===== src/shared/pbm_pkg.sv =====
// constants shared by the port B/C pin function mux
package pbm_pkg;
	localparam int PB_PINS = 8;
	localparam int PC_PINS = 6;
	// output source select codes, one per pin
	localparam int SEL_W = 3;
	localparam logic [2:0] SEL_GPIO = 3'h0;
	localparam logic [2:0] SEL_TM3 = 3'h1;
	localparam logic [2:0] SEL_TM2 = 3'h2;
	localparam logic [2:0] SEL_PG0 = 3'h3;
	localparam logic [2:0] SEL_PG1 = 3'h4;
	localparam logic [2:0] SEL_PG2 = 3'h5;
	// per-pin legal source masks, bit k set means code k allowed
	localparam logic [7:0] PB_ALLOW [8] = '{
		8'h01, 8'h01, 8'h25, 8'h21, 8'h0D, 8'h0B, 8'h13, 8'h13};
	localparam logic [7:0] PC_ALLOW [6] = '{
		8'h21, 8'h01, 8'h09, 8'h11, 8'h01, 8'h01};
	// adc channel map
	localparam logic [3:0] ADC_CH11 = 4'hB;
	localparam logic [3:0] ADC_CH12 = 4'hC;
	// comparator negative-input codes
	localparam logic [2:0] CMP_NEG4 = 3'h4;
	localparam logic [2:0] CMP_NEG5 = 3'h5;
	// external interrupt source selects
	localparam logic [1:0] IRQ1_PRIMARY = 2'h0;
	localparam logic [1:0] IRQ1_SRC_C = 2'h2;
	localparam logic IRQ0_SRC_A = 1'h1;
	// reset values
	localparam logic [7:0] PB_DIE_RST = 8'hFF;
	localparam logic [5:0] PC_DIE_RST = 6'h3F;
endpackage


===== src/logic/pbm_edge.sv =====
// selectable rising/falling edge detector for one interrupt source
`timescale 1ns/100ps
module pbm_edge
	import pbm_pkg::*;
(
	input wire logic clk,
	input wire logic rst,
	input wire logic lvl,
	input wire logic fall_sel,
	output logic pulse
);
	logic prev_q;

	// remember last level
	always_ff @(posedge clk or posedge rst)
		if (rst)
			prev_q <= 1'b0;
		else
			prev_q <= lvl;

	// rising unless falling chosen
	always_comb
		pulse = fall_sel ? (prev_q & ~lvl) : (~prev_q & lvl);
endmodule


===== src/logic/pbm_pin_mux.sv =====
// port B and port C pin function multiplexing and input gating
`timescale 1ns/100ps
module pbm_pin_mux
	import pbm_pkg::*;
(
	input wire logic CORE_CLK,
	input wire logic RST,
	// port B pins
	input wire logic [7:0] PB_PIN_IN,
	output logic [7:0] PB_PIN_OUT,
	output logic [7:0] PB_PIN_OE,
	output logic [7:0] PB_PULL_UP,
	output logic [7:0] PB_PULL_DN,
	output logic [7:0] PB_ANALOG_EN,
	// port C pins
	input wire logic [5:0] PC_PIN_IN,
	output logic [5:0] PC_PIN_OUT,
	output logic [5:0] PC_PIN_OE,
	output logic [5:0] PC_PULL_UP,
	output logic [5:0] PC_PULL_DN,
	output logic [5:0] PC_ANALOG_EN,
	// port control from the core
	input wire logic [7:0] PB_DATA,
	input wire logic [7:0] PB_DIR_OUT,
	input wire logic [7:0] PB_PU_EN,
	input wire logic [7:0] PB_PD_EN,
	input wire logic [7:0] PB_DIE,
	input wire logic [5:0] PC_DATA,
	input wire logic [5:0] PC_DIR_OUT,
	input wire logic [5:0] PC_PU_EN,
	input wire logic [5:0] PC_PD_EN,
	input wire logic [5:0] PC_DIE,
	input wire logic [23:0] PB_OUT_SEL,
	input wire logic [17:0] PC_OUT_SEL,
	// peripheral outputs
	input wire logic TIMER3_PULSE_OUT,
	input wire logic TIMER2_PULSE_OUT,
	input wire logic PWM_GEN0_OUT,
	input wire logic PWM_GEN1_OUT,
	input wire logic PWM_GEN2_OUT,
	// analog selections
	input wire logic [3:0] ADC_CHAN_SEL,
	input wire logic ADC_CHAN_EN,
	input wire logic ADC_EXT_REF_SEL,
	input wire logic [2:0] CMP_NEG_SEL,
	input wire logic CMP_EN,
	// external interrupt configuration
	input wire logic IRQ0_SEL_A,
	input wire logic [1:0] IRQ1_SEL,
	input wire logic IRQ0_FALL,
	input wire logic IRQ1_FALL,
	// results
	output logic [7:0] PB_IN_DATA,
	output logic [5:0] PC_IN_DATA,
	output logic WAKE_EVENT,
	output logic EXT_IRQ0_SRC_A,
	output logic EXT_IRQ1_SRC_C,
	output logic EXT_IRQ1_PRIMARY,
	output logic CMP_NEG_SRC4,
	output logic CMP_NEG_SRC5,
	output logic ADC_CHAN11_IN,
	output logic ADC_CHAN12_IN,
	output logic ADC_VREF_EXT
);
	// ====================================================
	// input synchronisation
	logic [7:0] pb_sync;
	logic [5:0] pc_sync;

	pbm_sync #(.W(PB_PINS)) u_sync_pb (
		.clk(CORE_CLK),
		.rst(RST),
		.din(PB_PIN_IN),
		.dout(pb_sync)
	);

	pbm_sync #(.W(PC_PINS)) u_sync_pc (
		.clk(CORE_CLK),
		.rst(RST),
		.din(PC_PIN_IN),
		.dout(pc_sync)
	);

	// ====================================================
	// output source select per pin
	logic [7:0] pb_out_d;
	logic [7:0] pb_alt;
	logic [5:0] pc_out_d;
	logic [5:0] pc_alt;
	logic [7:0] periph_src;

	// index by select code; unused codes read low
	assign periph_src = {2'h0, PWM_GEN2_OUT, PWM_GEN1_OUT, PWM_GEN0_OUT,
		TIMER2_PULSE_OUT, TIMER3_PULSE_OUT, 1'b0};

	genvar gi;
	generate
		for (gi = 0; gi < PB_PINS; gi++)
		begin : g_pb
			logic [2:0] sel;
			logic legal;
			assign sel = PB_OUT_SEL[gi*SEL_W +: SEL_W];
			// an illegal code for this pin falls back to the latch
			assign legal = PB_ALLOW[gi][sel] && (sel != SEL_GPIO);
			assign pb_alt[gi] = legal;
			assign pb_out_d[gi] = legal ? periph_src[sel] : PB_DATA[gi];
		end
		for (gi = 0; gi < PC_PINS; gi++)
		begin : g_pc
			logic [2:0] sel;
			logic legal;
			assign sel = PC_OUT_SEL[gi*SEL_W +: SEL_W];
			assign legal = PC_ALLOW[gi][sel] && (sel != SEL_GPIO);
			assign pc_alt[gi] = legal;
			assign pc_out_d[gi] = legal ? periph_src[sel] : PC_DATA[gi];
		end
	endgenerate

	// ====================================================
	// analog claims per pin
	logic [7:0] pb_ana_d;
	logic [5:0] pc_ana_d;

	always_comb
	begin
		pb_ana_d = '0;
		pc_ana_d = '0;
		if (ADC_CHAN_EN && ADC_CHAN_SEL < 4'h8)
			pb_ana_d[ADC_CHAN_SEL[2:0]] = 1'b1;
		if (ADC_CHAN_EN && ADC_CHAN_SEL == ADC_CH11)
			pc_ana_d[1] = 1'b1;
		if (ADC_CHAN_EN && ADC_CHAN_SEL == ADC_CH12)
			pc_ana_d[2] = 1'b1;
		if (ADC_EXT_REF_SEL)
			pb_ana_d[1] = 1'b1;
		if (CMP_EN && CMP_NEG_SEL == CMP_NEG4)
			pb_ana_d[6] = 1'b1;
		if (CMP_EN && CMP_NEG_SEL == CMP_NEG5)
			pb_ana_d[7] = 1'b1;
	end

	// ====================================================
	// pad drive: alternate output forces the driver on
	always_ff @(posedge CORE_CLK or posedge RST)
		if (RST)
		begin
			PB_PIN_OUT <= '0;
			PB_PIN_OE <= '0;
			PC_PIN_OUT <= '0;
			PC_PIN_OE <= '0;
		end
		else
		begin
			PB_PIN_OUT <= pb_out_d;
			PB_PIN_OE <= PB_DIR_OUT | pb_alt;
			PC_PIN_OUT <= pc_out_d;
			PC_PIN_OE <= PC_DIR_OUT | pc_alt;
		end

	// pulls are independent; both may be on at once
	always_ff @(posedge CORE_CLK or posedge RST)
		if (RST)
		begin
			PB_PULL_UP <= '0;
			PB_PULL_DN <= '0;
			PC_PULL_UP <= '0;
			PC_PULL_DN <= '0;
		end
		else
		begin
			PB_PULL_UP <= PB_PU_EN;
			PB_PULL_DN <= PB_PD_EN;
			PC_PULL_UP <= PC_PU_EN;
			PC_PULL_DN <= PC_PD_EN;
		end

	// analog switches to the pads
	always_ff @(posedge CORE_CLK or posedge RST)
		if (RST)
		begin
			PB_ANALOG_EN <= '0;
			PC_ANALOG_EN <= '0;
		end
		else
		begin
			// enable bit is left to software, leakage is its concern
			PB_ANALOG_EN <= pb_ana_d;
			PC_ANALOG_EN <= pc_ana_d;
		end

	// ====================================================
	// digital input gating
	logic [7:0] pb_in_d;
	logic [5:0] pc_in_d;
	assign pb_in_d = pb_sync & PB_DIE;
	assign pc_in_d = pc_sync & PC_DIE;

	always_ff @(posedge CORE_CLK or posedge RST)
		if (RST)
		begin
			PB_IN_DATA <= '0;
			PC_IN_DATA <= '0;
		end
		else
		begin
			PB_IN_DATA <= pb_in_d;
			PC_IN_DATA <= pc_in_d;
		end

	// ====================================================
	// toggle wake-up, gated inputs only
	logic [7:0] pb_prev_q;
	logic [5:0] pc_prev_q;
	logic [7:0] pb_tog;
	logic [5:0] pc_tog;

	always_ff @(posedge CORE_CLK or posedge RST)
		if (RST)
		begin
			pb_prev_q <= '0;
			pc_prev_q <= '0;
		end
		else
		begin
			pb_prev_q <= pb_in_d;
			pc_prev_q <= pc_in_d;
		end

	// enable masks both samples so a disable itself cannot wake
	assign pb_tog = (pb_in_d ^ pb_prev_q) & PB_DIE;
	assign pc_tog = (pc_in_d ^ pc_prev_q) & PC_DIE;

	always_ff @(posedge CORE_CLK or posedge RST)
		if (RST)
			WAKE_EVENT <= 1'b0;
		else
			WAKE_EVENT <= |pb_tog || |pc_tog;

	// ====================================================
	// external interrupt sources
	logic irq0_a_d;
	logic irq1_c_d;
	logic irq1_p_d;

	pbm_edge u_edge_b5 (
		.clk(CORE_CLK),
		.rst(RST),
		.lvl(pb_in_d[5]),
		.fall_sel(IRQ0_FALL),
		.pulse(irq0_a_d)
	);

	pbm_edge u_edge_b6 (
		.clk(CORE_CLK),
		.rst(RST),
		.lvl(pb_in_d[6]),
		.fall_sel(IRQ1_FALL),
		.pulse(irq1_c_d)
	);

	pbm_edge u_edge_b0 (
		.clk(CORE_CLK),
		.rst(RST),
		.lvl(pb_in_d[0]),
		.fall_sel(IRQ1_FALL),
		.pulse(irq1_p_d)
	);

	// one-cycle request pulses to the interrupt controller
	always_ff @(posedge CORE_CLK or posedge RST)
		if (RST)
		begin
			EXT_IRQ0_SRC_A <= 1'b0;
			EXT_IRQ1_SRC_C <= 1'b0;
			EXT_IRQ1_PRIMARY <= 1'b0;
		end
		else
		begin
			EXT_IRQ0_SRC_A <= irq0_a_d && IRQ0_SEL_A == IRQ0_SRC_A;
			EXT_IRQ1_SRC_C <= irq1_c_d && IRQ1_SEL == IRQ1_SRC_C;
			EXT_IRQ1_PRIMARY <= irq1_p_d && IRQ1_SEL == IRQ1_PRIMARY;
		end

	// ====================================================
	// analog path enables
	always_ff @(posedge CORE_CLK or posedge RST)
		if (RST)
		begin
			CMP_NEG_SRC4 <= 1'b0;
			CMP_NEG_SRC5 <= 1'b0;
			ADC_CHAN11_IN <= 1'b0;
			ADC_CHAN12_IN <= 1'b0;
			ADC_VREF_EXT <= 1'b0;
		end
		else
		begin
			CMP_NEG_SRC4 <= pb_ana_d[6] && CMP_EN;
			CMP_NEG_SRC5 <= pb_ana_d[7] && CMP_EN;
			ADC_CHAN11_IN <= ADC_CHAN_EN && ADC_CHAN_SEL == ADC_CH11;
			ADC_CHAN12_IN <= ADC_CHAN_EN && ADC_CHAN_SEL == ADC_CH12;
			ADC_VREF_EXT <= ADC_EXT_REF_SEL;
		end

	// ====================================================
	// checks
	chk_input_gate_b: assert property (@(posedge CORE_CLK) disable iff (RST)
		!PB_DIE[3] |=> !PB_IN_DATA[3]) else $error("gated input seen");
	chk_input_gate_c5: assert property (@(posedge CORE_CLK) disable iff (RST)
		!PC_DIE[5] |=> !PC_IN_DATA[5]) else $error("pc5 input seen");
	chk_wake_gated: assert property (@(posedge CORE_CLK) disable iff (RST)
		(PB_DIE == 8'h00 && PC_DIE == 6'h00) |=> !WAKE_EVENT)
		else $error("wake while gated");
	chk_pull_indep: assert property (@(posedge CORE_CLK) disable iff (RST)
		1'b1 |=> PB_PULL_UP == $past(PB_PU_EN) && PC_PULL_DN == $past(PC_PD_EN))
		else $error("pull mismatch");
	chk_tm3_route: assert property (@(posedge CORE_CLK) disable iff (RST)
		PB_OUT_SEL[23:21] == SEL_TM3 |=> PB_PIN_OE[7] &&
		PB_PIN_OUT[7] == $past(TIMER3_PULSE_OUT)) else $error("tm3 route");
	chk_tm2_route: assert property (@(posedge CORE_CLK) disable iff (RST)
		PB_OUT_SEL[8:6] == SEL_TM2 |=> PB_PIN_OUT[2] == $past(TIMER2_PULSE_OUT))
		else $error("tm2 route");
	chk_pg0_route: assert property (@(posedge CORE_CLK) disable iff (RST)
		PC_OUT_SEL[8:6] == SEL_PG0 |=> PC_PIN_OUT[2] == $past(PWM_GEN0_OUT))
		else $error("pg0 route");
	chk_pg1_route: assert property (@(posedge CORE_CLK) disable iff (RST)
		PC_OUT_SEL[11:9] == SEL_PG1 |=> PC_PIN_OUT[3] == $past(PWM_GEN1_OUT))
		else $error("pg1 route");
	chk_pg2_route: assert property (@(posedge CORE_CLK) disable iff (RST)
		PC_OUT_SEL[2:0] == SEL_PG2 |=> PC_PIN_OUT[0] == $past(PWM_GEN2_OUT))
		else $error("pg2 route");
	chk_gpio_latch: assert property (@(posedge CORE_CLK) disable iff (RST)
		PB_OUT_SEL[2:0] == SEL_GPIO |=> PB_PIN_OUT[0] == $past(PB_DATA[0]) &&
		PB_PIN_OE[0] == $past(PB_DIR_OUT[0])) else $error("gpio drive");
	chk_adc_map: assert property (@(posedge CORE_CLK) disable iff (RST)
		ADC_CHAN_EN && ADC_CHAN_SEL == 4'h5 |=> PB_ANALOG_EN[5])
		else $error("adc map");
	chk_cmp_src5: assert property (@(posedge CORE_CLK) disable iff (RST)
		CMP_EN && CMP_NEG_SEL == CMP_NEG5 |=> CMP_NEG_SRC5 && PB_ANALOG_EN[7])
		else $error("cmp src5");
	chk_vref_pin: assert property (@(posedge CORE_CLK) disable iff (RST)
		ADC_EXT_REF_SEL |=> ADC_VREF_EXT && PB_ANALOG_EN[1])
		else $error("vref pin");
	chk_irq0_rise: assert property (@(posedge CORE_CLK) disable iff (RST)
		IRQ0_SEL_A && !IRQ0_FALL && $rose(pb_in_d[5]) |=> EXT_IRQ0_SRC_A)
		else $error("irq0 edge");
	chk_irq1_fall: assert property (@(posedge CORE_CLK) disable iff (RST)
		IRQ1_SEL == IRQ1_SRC_C && IRQ1_FALL && $fell(pb_in_d[6])
		|=> EXT_IRQ1_SRC_C) else $error("irq1 edge");
endmodule


===== src/logic/pbm_sync.sv =====
// two-flop synchroniser for a bus of pin levels
`timescale 1ns/100ps
module pbm_sync
	import pbm_pkg::*;
#(
	parameter int W = 8
)
(
	input wire logic clk,
	input wire logic rst,
	input wire logic [W-1:0] din,
	output logic [W-1:0] dout
);
	logic [W-1:0] s1_q;

	// first stage feeds only the second
	always_ff @(posedge clk or posedge rst)
		if (rst)
		begin
			s1_q <= '0;
			dout <= '0;
		end
		else
		begin
			s1_q <= din;
			dout <= s1_q;
		end
endmodule


===== config.mk =====
export PLATFORM = sky130hd
export DESIGN_NAME = pbm_pin_mux
export DESIGN_NICKNAME = d
export VERILOG_FILES = /design/src/shared/pbm_pkg.sv /design/src/logic/pbm_edge.sv /design/src/logic/pbm_pin_mux.sv /design/src/logic/pbm_sync.sv
export SDC_FILE = /design/constraint.sdc
export NUM_CORES = 1
export LEC_CHECK = 0
export BUFFER_PORTS_ARGS = -buffer_cell sky130_fd_sc_hd__buf_2
export CORE_ASPECT_RATIO = 0.7
export CORE_MARGIN = 2
export CORE_UTILIZATION = 42
export DETAILED_ROUTE_END_ITERATION = 16
export PLACE_DENSITY = 0.79
export REMOVE_ABC_BUFFERS = 1
export SYNTH_ARGS = -nofsm -noshare
export SYNTH_HDL_FRONTEND = slang
export SYNTH_SLANG_ARGS = --single-unit

===== constraint.sdc =====
create_clock -name CORE_CLK -period 4 [get_ports CORE_CLK]
set_input_delay 0.2 -clock CORE_CLK [delete_from_list [all_inputs] [get_ports CORE_CLK]]
set_output_delay 0.2 -clock CORE_CLK [all_outputs]
set_load 0.01 [all_outputs]

==> metrics.txt, run 1 <==
GR Overflow Total=0; Distinct cells, synth=34; Port Buffers=221; layout cells sized above 1=43.9%; Avg Inst Size Synth=14.6 um^2; CTS tree=done; Slew HR=40.1%; maxcap violations=0; Levels on crit path=6; CP top delay family=buffers and inverters; peak supply drop=0.000268 V; status=finished, violations left; TNS Setup=0 ns; Ports=241; fin. max-slew vios=0; setup violators final=0; Die ar.=0.00996 mm^2; fin area=0.00636 mm^2; synthesized netlist cell count=264; core area=0.00900 mm^2; switch share=21.6%; CP max stage delay=0.54 ns; Yosys reg bits=115; met3 routed WL=776 um; Slew @ Worst Pin=0.898 ns; CP max FO=2; RR Startpoint=u_sync_pb.dout[0]; Worst EP arrival=1.84 ns; pwr dens=476 mW/mm^2; Yosys Warn Count=0; CP Cell Sequence=nand2_1, inv_1, ha_1, mux2i_1, nor3_1, dlygate4sd3_1; CTS Root Cell=clkbuf_16; detailed placement HPWL=6810 um; # rows=29; Clock transition at path regs=0.05 ns; First-pass DRT Iterations=4; Area Growth Syn to Fin=65.3%; Die Wd=118 um; area of placed instances=0.00506 mm^2; Pleak=0.00332 uW; via count=3153; Core Util, Final=70.7%; global-route wire length before repair=16400 um; RD Place Congestion=0.816; slowest CP cell=dlygate4sd3_1; fin crit share=38.9%; layout net count=725; NetSw=655 uW; top sig layer=met4; M1 WL=3730 um; Post CTS Setup Buffer Count=0; register area share after synthesis=74.7%; Initial Util=42.8%; FMAX=642 MHz; die height=84.1 um; n_diodes=0; antenna viol nets, final=0; Post-Place Setup Slack=2.46 ns; Worst Setup SP=u_sync_pb.dout[0]; Pint=2370 uW; worst reg2reg path depth=6; min cycle time layout=1.56 ns; async set or reset register ratio after synthesis=100%; failing checks=hold timing; vias per cell=4.46; GRT Resource Usage Total=21.7%; Critical Path Sink Type=flop; vias in the first global route=3544; initial antenna violation count=0; final hold vios=1; RSZ-0062 raised after global routing=no; Top FF cell, synth=dfrtp_1; WL final=10200 um; Post-synth EDFFs=0; Bufs on Longest Clock Path=2; largest net degree at the start of global routing=77; cts hold-fix bufs=71; DRC viols=0; Worst Skew=0.00463 ns; fill count=660; H-Tree Depth=4; DR iter-0 viols=124; clk_lat worst skew=0.40 ns; DR WL met2=5540 um; Worst setup SP type=flop; CP bufs+invs=2; CTS Sinks=115; Setup Crit Path Kind=reg -> reg; post-CTS resize count=0; CTS Buf Count=17; Worst Slack Setup Final=2.44 ns; Min-Delay Path Class=in -> async; combinational share of power=10.0%; Hold Slack=-0.000912 ns; DR WL/cell=14.5 um; CP required=4.28 ns; Cell Area, Synth=0.00385 mm^2; sequential share of power=41.2%; Clk network pwr share=48.8%
## cell families (layout without fill, tap and decap cells)
logic type | count (synthesis) | after routing | share of synthesized area (%)
flip-flops | 115 | 115 | 74.7
AND/OR/NAND/NOR | 63 | 63 | 9.00
AO/OA/AOI/OAI | 31 | 31 | 5.56
buffers and inverters | 27 | 343 | 3.51
XOR/XNOR | 13 | 13 | 2.96
adder cells (fa/ha/maj) | 7 | 7 | 2.27
multiplexers | 7 | 7 | 1.85
other | 1 | 4 | 0.0974
## worst reg2reg max path, cell delays in order, from the launching register on
cell and delay [ns]:
dfrtp_1 0.38, nand2_1 0.10, inv_1 0.07, ha_1 0.18
mux2i_1 0.12, nor3_1 0.05, dlygate4sd3_1 0.54
## synthesized netlist by cell type, types with 2 or more instances
library cell	count	area share [%]
o21ai_0	8	1.0
buf_4	9	1.8
a221oi_1	5	1.1
nand3b_1	4	0.78
nand2b_1	9	1.5
nor2b_1	4	0.65
and2_1	13	2.1
xor2_1	12	2.7
mux2i_1	6	1.6
a22o_1	2	0.46
a21oi_1	4	0.52
or2_2	2	0.32
inv_1	18	1.8
ha_1	7	2.3
o31ai_1	2	0.39
nor2_1	12	1.2
nor3_1	5	0.65
dfrtp_1	115	75
nor3b_1	2	0.39
nand2_1	9	0.88
o22ai_1	3	0.49
## cells in the final DEF (no fill, tap or decap), types with 2 or more instances in the layout
| cell type | n |
|---|---|
| nand2b_1 | 9 |
| nor2b_1 | 4 |
| a22o_1 | 2 |
| dlygate4sd3_1 | 71 |
| o22ai_1 | 3 |
| ha_1 | 7 |
| nor2_1 | 12 |
| mux2i_1 | 6 |
| clkbuf_1 | 4 |
| nand3b_1 | 4 |
| bufinv_16 | 3 |
| clkbuf_16 | 17 |
| conb_1 | 4 |
| a21oi_1 | 4 |
| nor3b_1 | 2 |
| xor2_1 | 12 |
| nor3_1 | 5 |
| o21ai_0 | 8 |
| clkinv_2 | 4 |
| buf_2 | 221 |
| a221oi_1 | 5 |
| or2_2 | 2 |
| nand2_1 | 9 |
| dfrtp_1 | 115 |
| clkinvlp_4 | 3 |
| o31ai_1 | 2 |
| inv_1 | 17 |
| and2_1 | 13 |
## cell type report
cell class	count	area [um^2]	area share, %
inverters	18	70.1	1.10
clock buffers	22	454	7.14
clock inverters	10	133	2.08
flip-flops and latches	115	2880	45.2
repair buffers	293	1820	28.7
multi-input cells	125	848	13.3
well taps	124	155	2.44
## final timing paths
check	to	slack, ns
setup / recovery	EXT_IRQ1_PRIMARY	2.44
hold / removal	PC_PULL_DN[4]	-0.0009
setup reg to reg	EXT_IRQ1_PRIMARY	2.44
hold reg to reg	u_sync_pb.dout[2]	0.34
max in group asynchronous	u_sync_pb.s1_q[0]	2.95
min in group CORE_CLK	PB_PIN_OE[6]	0.03
## flip-flops by register name (all words and copies together), names as in the netlist
signal and cells:
PB_ANALOG_EN 8, PB_PIN_OE 8, PB_PIN_OUT 8, PB_PULL_DN 8, PB_PULL_UP 8, pb_prev_q 8
u_sync_pb.dout 8, u_sync_pb.s1_q 8, PC_PIN_OE 6, PC_PIN_OUT 6, PC_PULL_DN 6, PC_PULL_UP 6
pc_prev_q 6, u_sync_pc.dout 6, u_sync_pc.s1_q 6, PC_ANALOG_EN 2, ADC_VREF_EXT 1, CMP_NEG_SRC4 1
CMP_NEG_SRC5 1, EXT_IRQ0_SRC_A 1, EXT_IRQ1_PRIMARY 1, EXT_IRQ1_SRC_C 1, WAKE_EVENT 1
## power groups by stage
stage | Sequential, uW | Combinational [uW] | Clock, uW
5_1_grt | 1250 | 332 | 1570
2_1_floorplan | 1290 | 75.4 | 0
3_5_place_dp | 1260 | 245 | 0
6_report | 1250 | 303 | 1480
3_3_place_gp | 1260 | 236 | 0
4_1_cts | 1250 | 301 | 1510
## per-layer routing
layer / vias up / global-route usage [%]
met3: 16 / 8.27
met4: 0 / 9.52
met2: 128 / 39.4
met5: - / 0
li1: 1477 / -
met1: 1532 / 22.4
## through the flow
step	cells	total power, uW
final	707	3030
after global routing	707	3150
after CTS	707	3060
after detailed placement	604	1510
after global placement	604	1500
after floorplan	258	1360
Note: power is estimated with default switching activity, not from simulation.
==> run 2, diff against run 1 <==
CORE_UTILIZATION = 38   (was 42)
PLACE_DENSITY = 0.75   (was 0.79)
clock period = 1.35 ns   (was 4 ns; I/O delays follow)
==> run 2 against run 1 <==
Compared with the run above:
- the run ends with setup timing left
- worst hold slack better by 0.028 ns
- clock power rose to 3.2 times the previous value
- total power grew to 3.1 times the previous value
- largest power group unchanged
- via count rose by 7.5%
- setup slack lost 2.5 ns
- flip-flop and latch count did not move
- die area increased by 10%
- global-route usage shrank 0.83 points
- critical path depth shrank 1
- utilization rose by 1.2 points
==> metrics.txt, run 2 (synthesis results as in run 1) <==
placed insts=611 (+1.2%); GRT Resource Usage Total=20.8% (-0.83 points); Die ar.=0.0110 mm^2 (+10%); Setup Crit Path Kind=in -> reg; detailed placement HPWL=6920 um (+1.6%); n_diodes=0 (unchanged); pwr dens=1350 mW/mm^2 (+180%); Worst Slack Setup Final=-0.0105 ns (-2.45 ns); RR Startpoint=u_sync_pb.dout[5]; hold depth=3; # rows=30 (+3.4%); peak supply drop=0.000915 V (+240%); min cycle time layout=1.36 ns; HP Start=PB_OUT_SEL[16]; Clock transition at path regs=0.05 ns (about the same); fin. max-slew vios=0 (unchanged); setup violators final=1 (+1); r2r setup slk=0 ns (-2.44 ns); global-route wire length before repair=17500 um (+7.0%); commonest non-fill, non-tap cell in the layout=buf_2; worst reg2reg path depth=6 (unchanged); Die Wd=124 um (+5.0%); most frequent cells in the layout=220 x buf_2, 119 x dlygate4sd3_1, 115 x dfrtp_1; antenna viol nets, final=0 (unchanged); core area=0.00976 mm^2 (+8.5%); power consumption=9480 uW (+210%); fin cells=762 (+7.8%); sequential standard cell area=0.00288 mm^2 (unchanged); Multi-input gate area=890 um^2 (+4.9%); CP required=1.65 ns (-2.63 ns); Pleak=0.00360 uW (+8.2%); largest net degree at the start of global routing=33 (-57%); Initial Util=39.4% (-3.3 points); CTS Sinks=115 (unchanged); Bufs on Longest Clock Path=2 (unchanged); Worst Skew=0.00866 ns (+0.00403 ns); CP max FO=1 (-1); WL final=11500 um (+13%); clk_lat worst skew=0.39 ns (about the same); die height=88.2 um (+4.9%); RSZ-0062 raised after global routing=yes; CTS Root Cell=clkbuf_16; Port Buffers=221 (unchanged); R2R Path End=WAKE_EVENT; maxcap violations=0 (unchanged); DR WL/cell=15.1 um (+4.5%); CTS tree=done; vias in the first global route=3647 (+2.9%); Ports=241 (unchanged); status=finished, violations left; DRC viols=0 (unchanged); GR Overflow Total=0 (unchanged); Worst EP arrival=1.66 ns (-0.18 ns); fin crit share=101%; DR iter-0 viols=140 (+13%); vias per cell=4.45 (-0.24%); layout cells sized above 1=42.6% (-1.3 points); Min-Delay Path Class=in -> reg; Post-Place Setup Slack=-0.0860 ns (-2.55 ns); initial antenna violation count=0 (unchanged); Worst setup SP type=primary input; fill count=623 (-5.6%); RD Place Congestion=0.803 (-1.6%); Hold Crit Endpoint=PB_PIN_OUT[5]; Critical Path Sink Type=flop; CTS Buf Count=17 (unchanged); Area Growth Syn to Fin=82.3%; layout net count=777 (+7.2%); First-pass DRT Iterations=4 (unchanged); final hold vios=0 (-1); FMAX=735 MHz; via count=3390 (+7.5%); failing checks=setup timing; H-Tree Depth=4 (unchanged)
[run 2: final cells by class]
| type | count | share of cell area (%) |
|---|---|---|
| repair buffers | 345 | 33.9 |
| flip-flops and latches | 115 | 41.0 |
| multi-input cells | 125 | 12.7 |
| clock inverters | 7 | 1.69 |
| inverters | 18 | 0.998 |
| clock buffers | 24 | 7.43 |
| well taps | 128 | 2.28 |
[run 2: worst max-delay path by stage]
stage,slack (ns),startpoint,depth (start not counted),to
2_1_floorplan,-1.76,RST,1,ADC_VREF_EXT
3_3_place_gp,0.05,u_sync_pb.dout[5],6,WAKE_EVENT
3_5_place_dp,-0.09,u_sync_pb.dout[5],6,WAKE_EVENT
4_1_cts,0.02,u_sync_pb.dout[5],6,WAKE_EVENT
5_1_grt,-0.05,u_sync_pb.dout[5],6,WAKE_EVENT
6_report,-0.01,PB_OUT_SEL[12],5,PB_PIN_OUT[4]
[run 2: timing repair]
item,in CTS,in global routing
hold endpoints to repair,215,1
endpoints found under the setup margin,1,5
hold buffers,118,3
buffers inserted,0,1
pin swaps,2,3
resized for setup,3,7
[run 2: stage by stage]
stage	cell area, um^2	utilization, %	setup TNS (ns)	hold WS (ns)
2_1_floorplan	3790	-	-202.58	0.0989
3_3_place_gp	5130	52.6	0	0.0638
3_5_place_dp	5130	52.6	-0.0860	0.0671
4_1_cts	6970	71.4	0	0.000806
5_1_grt	7020	71.9	-0.0488	0.0362
6_report	7020	71.9	-0.0105	0.0276
[run 2: power breakdown]
part           switching, uW  internal, uW  total [uW]
Clock                   1470          3240        4710
Combinational            475           601        1080
Sequential              62.6          3630        3690
[run 2: critical path, stage by stage]
cell,delay (ns)
dlygate4sd3_1,0.54
buf_2,0.14
mux2i_1,0.11
dlygate4sd3_1,0.58
o21ai_1,0.21
[run 2: per-layer routing]
metal | global-route usage (%) | share of wire (%)
met1 | 23.8 | 38
met2 | 36.3 | 53
met3 | 6.83 | 6.9
met4 | 10.1 | 1.9
met5 | 0 | 0
